$ cat src/pkg/apl_pkg.sv
// Constants and types shared by the alarm panel and loopback control block.
package apl_pkg;

    // Register byte offsets on the APB slave.
    localparam logic [11:0] CTRL_OFF = 12'h000;
    localparam logic [11:0] STAT_OFF = 12'h004;
    localparam logic [11:0] FAR_OFF  = 12'h008;

    // Control register layout and reset value.
    localparam int unsigned CTRL_W               = 4;
    localparam int unsigned CTRL_MAIN_ALM_DIS    = 0;
    localparam int unsigned CTRL_WAY_ALM_DIS     = 1;
    localparam int unsigned CTRL_MAIN_EXT_PAT    = 2;
    localparam int unsigned CTRL_ERR_FLASH       = 3;
    localparam logic [3:0]  CTRL_RESET           = 4'h0;

    // Indicator vector positions, shared by local and far-end status.
    localparam int unsigned IND_W       = 8;
    localparam int unsigned IND_MAIN_IN = 0;
    localparam int unsigned IND_WAY_IN  = 1;
    localparam int unsigned IND_BER     = 2;
    localparam int unsigned IND_LOCK    = 3;
    localparam int unsigned IND_AIS     = 4;
    localparam int unsigned IND_FAN     = 5;
    localparam int unsigned IND_HW      = 6;
    localparam int unsigned IND_ERROR   = 7;

    // Channel indices.
    localparam int unsigned CH_MAIN = 0;
    localparam int unsigned CH_WAY  = 1;

    // Timing in microseconds and the clock rate in MHz.
    localparam longint unsigned CLK_MHZ       = 200;
    localparam longint unsigned DEBOUNCE_US   = 10000;
    localparam longint unsigned LB_HOLD_US    = 3000000;
    localparam longint unsigned BLINK_HALF_US = 250000;
    localparam longint unsigned RAPID_HALF_US = 62500;
    localparam longint unsigned ERR_FLASH_US  = 50000;
    localparam longint unsigned DEBOUNCE_CYC  = DEBOUNCE_US * CLK_MHZ;
    localparam longint unsigned LB_HOLD_CYC   = LB_HOLD_US * CLK_MHZ;
    localparam longint unsigned BLINK_CYC     = BLINK_HALF_US * CLK_MHZ;
    localparam longint unsigned RAPID_CYC     = RAPID_HALF_US * CLK_MHZ;
    localparam longint unsigned ERR_FLASH_CYC = ERR_FLASH_US * CLK_MHZ;

    // Error-rate measurement window and tolerated errors per window.
    localparam longint unsigned BER_WINDOW_BITS = 1000000;
    localparam logic [31:0]     BER_ERR_LIMIT   = 32'h0000_0001;

    // Loopback state of one channel.
    typedef enum logic [1:0] {LB_IDLE, LB_NEAR, LB_FAR} apl_lb_state_type;

endpackage : apl_pkg

$ cat src/logic/apl_button.sv
// Debounce and hold-time measurement for one front-panel push-button.
`timescale 1ns/1ps
module apl_button #(
    parameter int unsigned DEB_CYC  = 32'(apl_pkg::DEBOUNCE_CYC),
    parameter int unsigned HOLD_CYC = 32'(apl_pkg::LB_HOLD_CYC)
) (
    // Clock and reset.
    input  wire logic sys_clk_i,
    input  wire logic resetn_i,
    // Raw button, high while pressed.
    input  wire logic btn_i,
    // Debounced results.
    output logic      level_o,
    output logic      held_o,
    output logic      tap_o
);
    logic [31:0] deb_cnt_q;
    logic [31:0] hold_cnt_q;
    logic        level_q;
    logic        reached_q;

    // A new level must stand for the whole debounce time before it is believed.
    always_ff @(posedge sys_clk_i or negedge resetn_i) begin
        if (!resetn_i) begin
            deb_cnt_q <= 32'h0;
            level_q   <= 1'b0;
        end else if (btn_i == level_q) begin
            deb_cnt_q <= 32'h0;
        end else if (deb_cnt_q >= DEB_CYC - 1) begin
            deb_cnt_q <= 32'h0;
            level_q   <= btn_i;
        end else begin
            deb_cnt_q <= deb_cnt_q + 32'h1;
        end
    end

    // Hold time counts clocks of the debounced level; one pulse when reached.
    always_ff @(posedge sys_clk_i or negedge resetn_i) begin
        if (!resetn_i) begin
            hold_cnt_q <= 32'h0;
            reached_q  <= 1'b0;
            held_o     <= 1'b0;
            tap_o      <= 1'b0;
        end else begin
            held_o <= level_q && !reached_q && (hold_cnt_q >= HOLD_CYC - 1);
            tap_o  <= !level_q && (hold_cnt_q != 32'h0) && !reached_q;
            if (!level_q) begin
                hold_cnt_q <= 32'h0;
                reached_q  <= 1'b0;
            end else if (!reached_q) begin
                hold_cnt_q <= hold_cnt_q + 32'h1;
                reached_q  <= (hold_cnt_q >= HOLD_CYC - 1);
            end
        end
    end

    assign level_o = level_q;

endmodule : apl_button

$ cat src/logic/apl_alarm_panel.sv
// Front-panel alarm, status and loopback control with an APB register slave.
//
// Decided for this implementation: the APB register port and the placing of the registers.
`timescale 1ns/1ps
module apl_alarm_panel #(
    parameter int unsigned DEB_CYC    = 32'(apl_pkg::DEBOUNCE_CYC),
    parameter int unsigned HOLD_CYC   = 32'(apl_pkg::LB_HOLD_CYC),
    parameter int unsigned BLINK_CYC  = 32'(apl_pkg::BLINK_CYC),
    parameter int unsigned RAPID_CYC  = 32'(apl_pkg::RAPID_CYC),
    parameter int unsigned FLASH_CYC  = 32'(apl_pkg::ERR_FLASH_CYC),
    parameter int unsigned BER_WINDOW = 32'(apl_pkg::BER_WINDOW_BITS)
) (
    // Clock and reset.
    input  wire logic        sys_clk_i,
    input  wire logic        resetn_i,
    // APB slave.
    input  wire logic        psel_i,
    input  wire logic        penable_i,
    input  wire logic        pwrite_i,
    input  wire logic [11:0] paddr_i,
    input  wire logic [31:0] pwdata_i,
    output logic      [31:0] prdata_o,
    output logic             pready_o,
    output logic             pslverr_o,
    // Operator buttons, high while pressed.
    input  wire logic [1:0]  lb_btn_i,
    input  wire logic        view_btn_i,
    // Line and receiver condition.
    input  wire logic        main_in_present_i,
    input  wire logic        way_in_present_i,
    input  wire logic        rx_lock_i,
    input  wire logic        rx_bit_valid_i,
    input  wire logic        rx_bit_err_i,
    input  wire logic        test_err_i,
    // Health.
    input  wire logic [1:0]  fan_fail_i,
    input  wire logic        hw_fault_i,
    input  wire logic        way_out_short_i,
    // Far-end information and security code.
    input  wire logic        far_valid_i,
    input  wire logic [7:0]  far_status_i,
    input  wire logic [7:0]  far_rsl_i,
    input  wire logic [7:0]  far_security_code_i,
    input  wire logic [1:0]  far_lb_req_i,
    input  wire logic [1:0]  far_lb_clear_i,
    input  wire logic [7:0]  local_rsl_i,
    input  wire logic [7:0]  security_code_switches_i,
    // Indicators.
    output logic [7:0]       indicator_o,
    output logic             far_summary_led_o,
    output logic [1:0]       lb_led_o,
    output logic             view_led_o,
    output logic [7:0]       received_level_output_o,
    // Toward the far end and the data path.
    output logic [7:0]       local_status_o,
    output logic [1:0]       lb_req_o,
    output logic [1:0]       lb_clear_o,
    output logic [1:0]       loop_active_o,
    output logic [1:0]       traffic_off_o,
    output logic             main_int_pattern_o,
    output logic             main_tx_ais_o,
    output logic             way_tx_ais_o,
    output logic             line_ais_o,
    output logic             main_mute_o
);
    logic [3:0]                 ctrl_q;
    logic [2:0]                 btn_level;
    logic [2:0]                 btn_held;
    logic [2:0]                 btn_tap;
    apl_pkg::apl_lb_state_type  lb_state_q [2];
    logic [31:0]                blink_cnt_q;
    logic [31:0]                rapid_cnt_q;
    logic                       blink_q;
    logic                       rapid_q;
    logic [31:0]                ber_bits_q;
    logic [31:0]                ber_errs_q;
    logic                       ber_alarm_q;
    logic                       err_latch_q;
    logic [31:0]                err_flash_q;
    logic                       mismatch;
    logic                       any_near;
    logic [7:0]                 local_vec;
    logic                       view_far;
    logic [1:0]                 far_block_q;

    // Buttons 0 and 1 start loopback, button 2 is the remote-view button.
    generate
        for (genvar b = 0; b < 3; b++) begin : g_btn
            apl_button #(
                .DEB_CYC  (DEB_CYC),
                .HOLD_CYC (HOLD_CYC)
            ) u_btn (
                .sys_clk_i (sys_clk_i),
                .resetn_i  (resetn_i),
                .btn_i     ((b == 2) ? view_btn_i : lb_btn_i[b]),
                .level_o   (btn_level[b]),
                .held_o    (btn_held[b]),
                .tap_o     (btn_tap[b])
            );
        end
    endgenerate

    // Loopback state per channel. A long hold only starts loopback, a short tap only ends it,
    // so the release that follows the starting hold cannot cancel the test it just began.
    generate
        for (genvar c = 0; c < 2; c++) begin : g_lb
            always_ff @(posedge sys_clk_i or negedge resetn_i) begin
                if (!resetn_i) begin
                    lb_state_q[c] <= apl_pkg::LB_IDLE;
                    lb_clear_o[c] <= 1'b0;
                    far_block_q[c] <= 1'b0;
                end else begin
                    lb_clear_o[c] <= 1'b0;
                    // A far request still standing after a local tap is ignored until the far end drops it,
                    // otherwise the stale request would restart the loop the operator just ended.
                    if (!far_lb_req_i[c]) begin
                        far_block_q[c] <= 1'b0;
                    end
                    case (lb_state_q[c])
                        apl_pkg::LB_IDLE: begin
                            if (btn_held[c]) begin
                                lb_state_q[c] <= apl_pkg::LB_NEAR;
                            end else if (far_lb_req_i[c] && !far_block_q[c]) begin
                                lb_state_q[c] <= apl_pkg::LB_FAR;
                            end
                        end
                        apl_pkg::LB_NEAR: begin
                            if (btn_tap[c] || far_lb_clear_i[c]) begin
                                lb_state_q[c] <= apl_pkg::LB_IDLE;
                            end
                        end
                        apl_pkg::LB_FAR: begin
                            if (btn_tap[c]) begin
                                lb_state_q[c] <= apl_pkg::LB_IDLE;
                                lb_clear_o[c] <= 1'b1;
                                far_block_q[c] <= 1'b1;
                            end else if (!far_lb_req_i[c]) begin
                                lb_state_q[c] <= apl_pkg::LB_IDLE;
                            end
                        end
                        default: begin
                            lb_state_q[c] <= apl_pkg::LB_IDLE;
                        end
                    endcase
                end
            end

            // Lamp flashes at the initiator and is steady at the looping end.
            always_ff @(posedge sys_clk_i or negedge resetn_i) begin
                if (!resetn_i) begin
                    lb_led_o[c]      <= 1'b0;
                    lb_req_o[c]      <= 1'b0;
                    loop_active_o[c] <= 1'b0;
                    traffic_off_o[c] <= 1'b0;
                end else begin
                    lb_led_o[c]      <= (lb_state_q[c] == apl_pkg::LB_FAR) ||
                                        ((lb_state_q[c] == apl_pkg::LB_NEAR) && blink_q);
                    lb_req_o[c]      <= (lb_state_q[c] == apl_pkg::LB_NEAR);
                    loop_active_o[c] <= (lb_state_q[c] == apl_pkg::LB_FAR);
                    traffic_off_o[c] <= (lb_state_q[c] != apl_pkg::LB_IDLE);
                end
            end
        end
    endgenerate

    // Two free-running blink rates; rapid is four times the normal rate.
    always_ff @(posedge sys_clk_i or negedge resetn_i) begin
        if (!resetn_i) begin
            blink_cnt_q <= 32'h0;
            rapid_cnt_q <= 32'h0;
            blink_q     <= 1'b0;
            rapid_q     <= 1'b0;
        end else begin
            blink_cnt_q <= (blink_cnt_q >= BLINK_CYC - 1) ? 32'h0 : blink_cnt_q + 32'h1;
            rapid_cnt_q <= (rapid_cnt_q >= RAPID_CYC - 1) ? 32'h0 : rapid_cnt_q + 32'h1;
            if (blink_cnt_q >= BLINK_CYC - 1) begin
                blink_q <= !blink_q;
            end
            if (rapid_cnt_q >= RAPID_CYC - 1) begin
                rapid_q <= !rapid_q;
            end
        end
    end

    // Error rate is judged once per window of received bits, so the alarm lags by a window.
    always_ff @(posedge sys_clk_i or negedge resetn_i) begin
        if (!resetn_i) begin
            ber_bits_q  <= 32'h0;
            ber_errs_q  <= 32'h0;
            ber_alarm_q <= 1'b0;
        end else if (rx_bit_valid_i) begin
            if (ber_bits_q >= BER_WINDOW - 1) begin
                ber_bits_q  <= 32'h0;
                ber_errs_q  <= 32'h0;
                ber_alarm_q <= (ber_errs_q + {31'h0, rx_bit_err_i}) > apl_pkg::BER_ERR_LIMIT;
            end else begin
                ber_bits_q <= ber_bits_q + 32'h1;
                ber_errs_q <= ber_errs_q + {31'h0, rx_bit_err_i};
            end
        end
    end

    // Test errors count only while this end started a loopback; a new loopback clears the latch,
    // but an error arriving in that same cycle still sets it if a near loopback is already running.
    assign any_near = (lb_state_q[0] == apl_pkg::LB_NEAR) || (lb_state_q[1] == apl_pkg::LB_NEAR);

    always_ff @(posedge sys_clk_i or negedge resetn_i) begin
        if (!resetn_i) begin
            err_latch_q <= 1'b0;
            err_flash_q <= 32'h0;
        end else begin
            if (any_near && test_err_i) begin
                err_latch_q <= 1'b1;
            end else if (btn_held[0] || btn_held[1]) begin
                err_latch_q <= 1'b0;
            end
            if (any_near && test_err_i) begin
                err_flash_q <= FLASH_CYC;
            end else if (err_flash_q != 32'h0) begin
                err_flash_q <= err_flash_q - 32'h1;
            end
        end
    end

    // Local alarm vector; the security check needs a valid far-end code to compare against.
    assign mismatch = far_valid_i && (far_security_code_i != security_code_switches_i);
    assign view_far = btn_level[2] && far_valid_i;

    always_comb begin
        local_vec                       = 8'h00;
        local_vec[apl_pkg::IND_MAIN_IN] = !main_in_present_i && !ctrl_q[apl_pkg::CTRL_MAIN_ALM_DIS];
        local_vec[apl_pkg::IND_WAY_IN]  = !way_in_present_i && !ctrl_q[apl_pkg::CTRL_WAY_ALM_DIS];
        local_vec[apl_pkg::IND_BER]     = ber_alarm_q;
        local_vec[apl_pkg::IND_LOCK]    = !rx_lock_i;
        local_vec[apl_pkg::IND_AIS]     = mismatch ? rapid_q : !rx_lock_i;
        local_vec[apl_pkg::IND_FAN]     = |fan_fail_i;
        local_vec[apl_pkg::IND_HW]      = hw_fault_i || way_out_short_i;
        local_vec[apl_pkg::IND_ERROR]   = ctrl_q[apl_pkg::CTRL_ERR_FLASH] ? (err_flash_q != 32'h0) : err_latch_q;
    end

    // Indicators and received level follow the far end while the view button is held and the far end is valid.
    always_ff @(posedge sys_clk_i or negedge resetn_i) begin
        if (!resetn_i) begin
            indicator_o             <= 8'h00;
            far_summary_led_o       <= 1'b0;
            view_led_o              <= 1'b0;
            received_level_output_o <= 8'h00;
            local_status_o          <= 8'h00;
        end else begin
            indicator_o             <= view_far ? far_status_i : local_vec;
            received_level_output_o <= view_far ? far_rsl_i : local_rsl_i;
            far_summary_led_o       <= far_valid_i && (|far_status_i);
            view_led_o              <= far_valid_i ? btn_level[2] : blink_q;
            local_status_o          <= local_vec;
        end
    end

    // Data path controls. Injection ignores the alarm-disable switches on purpose.
    always_ff @(posedge sys_clk_i or negedge resetn_i) begin
        if (!resetn_i) begin
            main_tx_ais_o      <= 1'b0;
            way_tx_ais_o       <= 1'b0;
            line_ais_o         <= 1'b0;
            main_mute_o        <= 1'b0;
            main_int_pattern_o <= 1'b0;
        end else begin
            main_tx_ais_o      <= !main_in_present_i;
            way_tx_ais_o       <= !way_in_present_i;
            line_ais_o         <= !rx_lock_i;
            main_mute_o        <= mismatch;
            main_int_pattern_o <= (lb_state_q[apl_pkg::CH_MAIN] == apl_pkg::LB_NEAR) &&
                                  !ctrl_q[apl_pkg::CTRL_MAIN_EXT_PAT];
        end
    end

    // APB slave: answer is prepared in the setup cycle so pready and data come from flops.
    always_ff @(posedge sys_clk_i or negedge resetn_i) begin
        if (!resetn_i) begin
            prdata_o  <= 32'h0;
            pready_o  <= 1'b0;
            pslverr_o <= 1'b0;
        end else if (psel_i && !penable_i) begin
            pready_o  <= 1'b1;
            pslverr_o <= 1'b0;
            prdata_o  <= 32'h0;
            if (paddr_i == apl_pkg::CTRL_OFF) begin
                prdata_o <= {28'h0, ctrl_q};
            end else if (paddr_i == apl_pkg::STAT_OFF) begin
                prdata_o <= {12'h0, 2'(lb_state_q[1]), 2'(lb_state_q[0]), mismatch, view_far,
                             btn_level[2], !far_valid_i, 4'h0, local_vec};
            end else if (paddr_i == apl_pkg::FAR_OFF) begin
                prdata_o <= {7'h0, far_valid_i, far_security_code_i, far_rsl_i, far_status_i};
            end else begin
                pslverr_o <= 1'b1;
            end
        end else begin
            pready_o  <= 1'b0;
            pslverr_o <= 1'b0;
        end
    end

    // Control register write takes effect on the completing access edge.
    always_ff @(posedge sys_clk_i or negedge resetn_i) begin
        if (!resetn_i) begin
            ctrl_q <= apl_pkg::CTRL_RESET;
        end else if (psel_i && penable_i && pready_o && pwrite_i && !pslverr_o &&
                     paddr_i == apl_pkg::CTRL_OFF) begin
            ctrl_q <= pwdata_i[3:0];
        end
    end
endmodule : apl_alarm_panel

$ cat config.mk
export PLATFORM = sky130hd
export DESIGN_NAME = apl_alarm_panel
export DESIGN_NICKNAME = d
export VERILOG_FILES = /design/src/pkg/apl_pkg.sv /design/src/logic/apl_button.sv /design/src/logic/apl_alarm_panel.sv
export SDC_FILE = /design/constraint.sdc
export NUM_CORES = 1
export LEC_CHECK = 0
export BUFFER_PORTS_ARGS = -buffer_cell sky130_fd_sc_hd__buf_4
export CAP_MARGIN = 25
export CORE_MARGIN = 2
export CORE_UTILIZATION = 50
export CTS_BUF_LIST = sky130_fd_sc_hd__clkbuf_16
export DETAILED_ROUTE_END_ITERATION = 16
export PLACE_DENSITY = 0.66
export SETUP_SLACK_MARGIN = 0.2
export SYNTH_ARGS = -nofsm -noshare
export SYNTH_HDL_FRONTEND = slang
export SYNTH_SLANG_ARGS = --single-unit
$ cat constraint.sdc
create_clock -name sys_clk_i -period 3.1 [get_ports sys_clk_i]
set_input_delay 0.465 -clock sys_clk_i [delete_from_list [all_inputs] [get_ports sys_clk_i]]
set_output_delay 0.465 -clock sys_clk_i [all_outputs]
set_load 0.02 [all_outputs]
==> flow_summary.toml <==
[placed_design]
gp_congestion = 0.845
hpwl_um = 26600
port_buffers = 146
numPlacedInstances = 2524
post_dp_cell_area_mm2 = 0.0210

[sta]
max_slew.worst_pin.slew_ns = 0.971
timing.final.crit_share = 0.894
rsz0062_at_grt = "false"
setup_viol = 0
drv_slew = 0
min_period_ns = 2.77
final.setup.tns_ns = 0
max_freq_mhz = 361
fin_worst_skew_ns = 0.0147
finalHoldViolCount = 0
relSlewSlack = 0.351

[floorplanning]
chip_width_um = 199
i_o_pin_count = 182
starting_density_of_the_core = 0.506
row_count = 71
chipHeight_um = 199
dieArea_mm2 = 0.0396
core_region_mm2 = 0.0376

[clock_tree]
cts_setup_buffers = 0
clock_sinks = 410
clock_tree_from_tritoncts = "built"
worst_skew_pair.late_latency_ns = 0.57
cts.reportedPaths.clkPinSlew_ns = 0.06
htree_levels = 2
cts-buffers-inserted = 44
cts_max_path_buffers = 3
cts-root-buf = "sky130_fd_sc_hd__clkbuf_16"

[cells_and_area]
flow.area_growth_from_synthesis_pct = 17.6
insertedDiodeCount = 0
nets = 2180
layout_cell_share_with_drive_strength_beyond_1 = 0.136
final_area_mm2 = 0.0224
layout.cells.non_filler = 2604
layout.filler_cells = 3240

[yosys]
syn-instance-count = 1846
yosysWarningCount = 0
synth_top_area_cell = "sky130_fd_sc_hd__dfrtp_1"
netlist-cell-type-count = 65
synth-main-ff-cell = "sky130_fd_sc_hd__dfrtp_1"
ys_seq_elements = 410
number_of_synthesized_flops_with_an_enable_pin = 0
synth_top_cells_by_area = "sky130_fd_sc_hd__dfrtp_1, sky130_fd_sc_hd__xor2_1, sky130_fd_sc_hd__nor2_1"
syn-cell-area_mm2 = 0.0190
synth_cell_count_leaders = "sky130_fd_sc_hd__dfrtp_1, sky130_fd_sc_hd__nor2_1, sky130_fd_sc_hd__nand2_1, sky130_fd_sc_hd__xor2_1, sky130_fd_sc_hd__xnor2_1"
synthMostInstantiatedCell = "sky130_fd_sc_hd__dfrtp_1"
avgSynthCellArea_um2 = 10.3
yosys.area.top_type_share = 0.540
synth.yosys.seq_area_share = 0.540
synth_async_sr_flop_share = 1.00

[drt]
wl_per_cell_um = 15.2
finalWirelength_um = 39500
vias_per_cell = 5.34
detailroute.via_count = 13912
first_iter_violations = 683
initial_drt_pass_iterations = 5
route.detailed.drc = 0
route.antenna.remaining_nets = 0

[global_routing]
antenna_found_initial = 0
grt_pass1_vias = 13670
grt_max_degree = 79
grt_pass1_wl_um = 66600
groute.layer.met1.usage = 0.282
grt_overflow = 0
globalRouteMet3Util = 0.0381
grt-busiest-layer = "met2"
globalRouteMet2Util = 0.335
grt_usage = 0.205

[critical_path]
r2r_cells = 8
rr_startpoint = "ber_errs_q[0]"
timing.setup.critical_path_class = "register to register"
timing.rr.end = "ber_alarm_q"
end_kind = "register"
maximum_fanout_along_the_worst_path = 5
critPathArrivalTime_ns = 3.22
worst_setup_path_start_kind = "register"
crit_end = "ber_alarm_q"
cp-startpoint = "ber_errs_q[0]"
r2r_setup_slack_ns = 0.33
cp_data_required_time_ns = 3.55

[pwr]
vdd_ir_drop_max_mv = 0.383
cellPowerDensity_mw_per_mm2 = 502
power_leakage_nw = 9.86

[flow_run]
max-cap-violations = 0

[outcome]
result_of_the_run = "finished, final reports clean"

[min_path]
worstHoldPathType = "input pin to register"
repair_timing:
action                     in CTS  in global routing
gates resized for setup         0                  4
setup endpoints to repair       0                  3
hold endpoints to repair       63                  0
hold buffers                    1                  0
logic make-up after synthesis:
| kind of cell | count (synthesis) | share of synthesized area |
|---|---|---|
| simple gates | 833 | 0.224 |
| flops | 410 | 0.540 |
| compound gates | 228 | 0.0825 |
| xor+xnor | 222 | 0.102 |
| buf+inv | 105 | 0.0234 |
| mux | 34 | 0.0196 |
| fa+ha+maj | 13 | 0.00856 |
| other cells | 1 | 0.000197 |
worst max-delay path: stages, from the launching register on:
cell,delay (ns)
sky130_fd_sc_hd__dfrtp_1,0.39
sky130_fd_sc_hd__ha_1,0.20
sky130_fd_sc_hd__ha_1,0.23
sky130_fd_sc_hd__or4_1,0.52
sky130_fd_sc_hd__o21a_1,0.12
sky130_fd_sc_hd__nor3_1,0.25
sky130_fd_sc_hd__nand4_1,0.11
sky130_fd_sc_hd__or4_1,0.55
sky130_fd_sc_hd__o31a_1,0.29
routing by layer:
layer | part of all wire | up-vias
met3 | 0.044 | 63
met2 | 0.47 | 240
met1 | 0.47 | 6804
met5 | 0 | -
li1 | - | 6805
met4 | 0.023 | 0
layout by cell type (no fill, tap or decap), drive strengths merged, types with 44 or more instances in the layout:
cell type | synthesis | routed
and2 | 61 | 61
and3 | 50 | 50
buf | 21 | 182
clkbuf | 47 | 44
conb | 1 | 54
dfrtp | 410 | 410
inv | 36 | 47
nand2 | 133 | 133
nand3 | 90 | 90
nand4 | 47 | 47
nor2 | 252 | 252
nor4 | 49 | 49
o21ai | 54 | 54
xnor2 | 107 | 107
xor2 | 115 | 115
through the flow:
step                      total power, mW  hold WS, ns  utilization  setup WS, ns
after floorplan                      6.07        0.169            -         0.285
after global placement               6.45        0.437        0.558         0.135
after detailed placement             6.46        0.443        0.559         0.133
after CTS                            11.4       0.0228        0.594         0.335
after global routing                 11.7       0.0283        0.595         0.158
final                                11.2       0.0467        0.595         0.328
worst min path at each step:
stage | startpoint | end | slack [ns] | cells after the start
floorplan | resetn_i | ber_alarm_q | 0.17 | 0
global placement | g_btn[2].u_btn.deb_cnt_q[0] | g_btn[2].u_btn.deb_cnt_q[0] | 0.44 | 1
finish | way_in_present_i | way_tx_ais_o | 0.05 | 2
CTS | way_in_present_i | way_tx_ais_o | 0.02 | 2
detailed placement | ctrl_q[2] | main_int_pattern_o | 0.44 | 1
global route | main_in_present_i | main_tx_ais_o | 0.03 | 2
registers in the layout, indices dropped and copies added (netlist names), 3 cells and up:
register	cells
ctrl_q	4
g_btn.u_btn.deb_cnt_q	96
g_btn.u_btn.level_o	3
ber_errs_q	32
g_btn.u_btn.hold_cnt_q	64
rapid_cnt_q	32
err_flash_q	32
ber_bits_q	32
lb_state_q	4
received_level_output_o	8
prdata_o	25
blink_cnt_q	32
local_status_o	8
indicator_o	8
area by class of cell:
cell class	count	area, µm²	share of cell area
repair buffers	183	1480	0.0662
well taps	511	639	0.0286
clock inverters	35	213	0.00952
flip-flops and latches	410	10300	0.459
multi-input cells	1384	8520	0.381
clock buffers	44	1100	0.0493
inverters	37	139	0.00621
where the power goes:
part | total (mW) | internal (mW) | switching (mW)
clock | 4.86 | 2.74 | 2.12
sequential | 5.64 | 5.51 | 0.134
combinational | 0.723 | 0.308 | 0.415
Note: power is estimated with default switching activity, not from simulation.
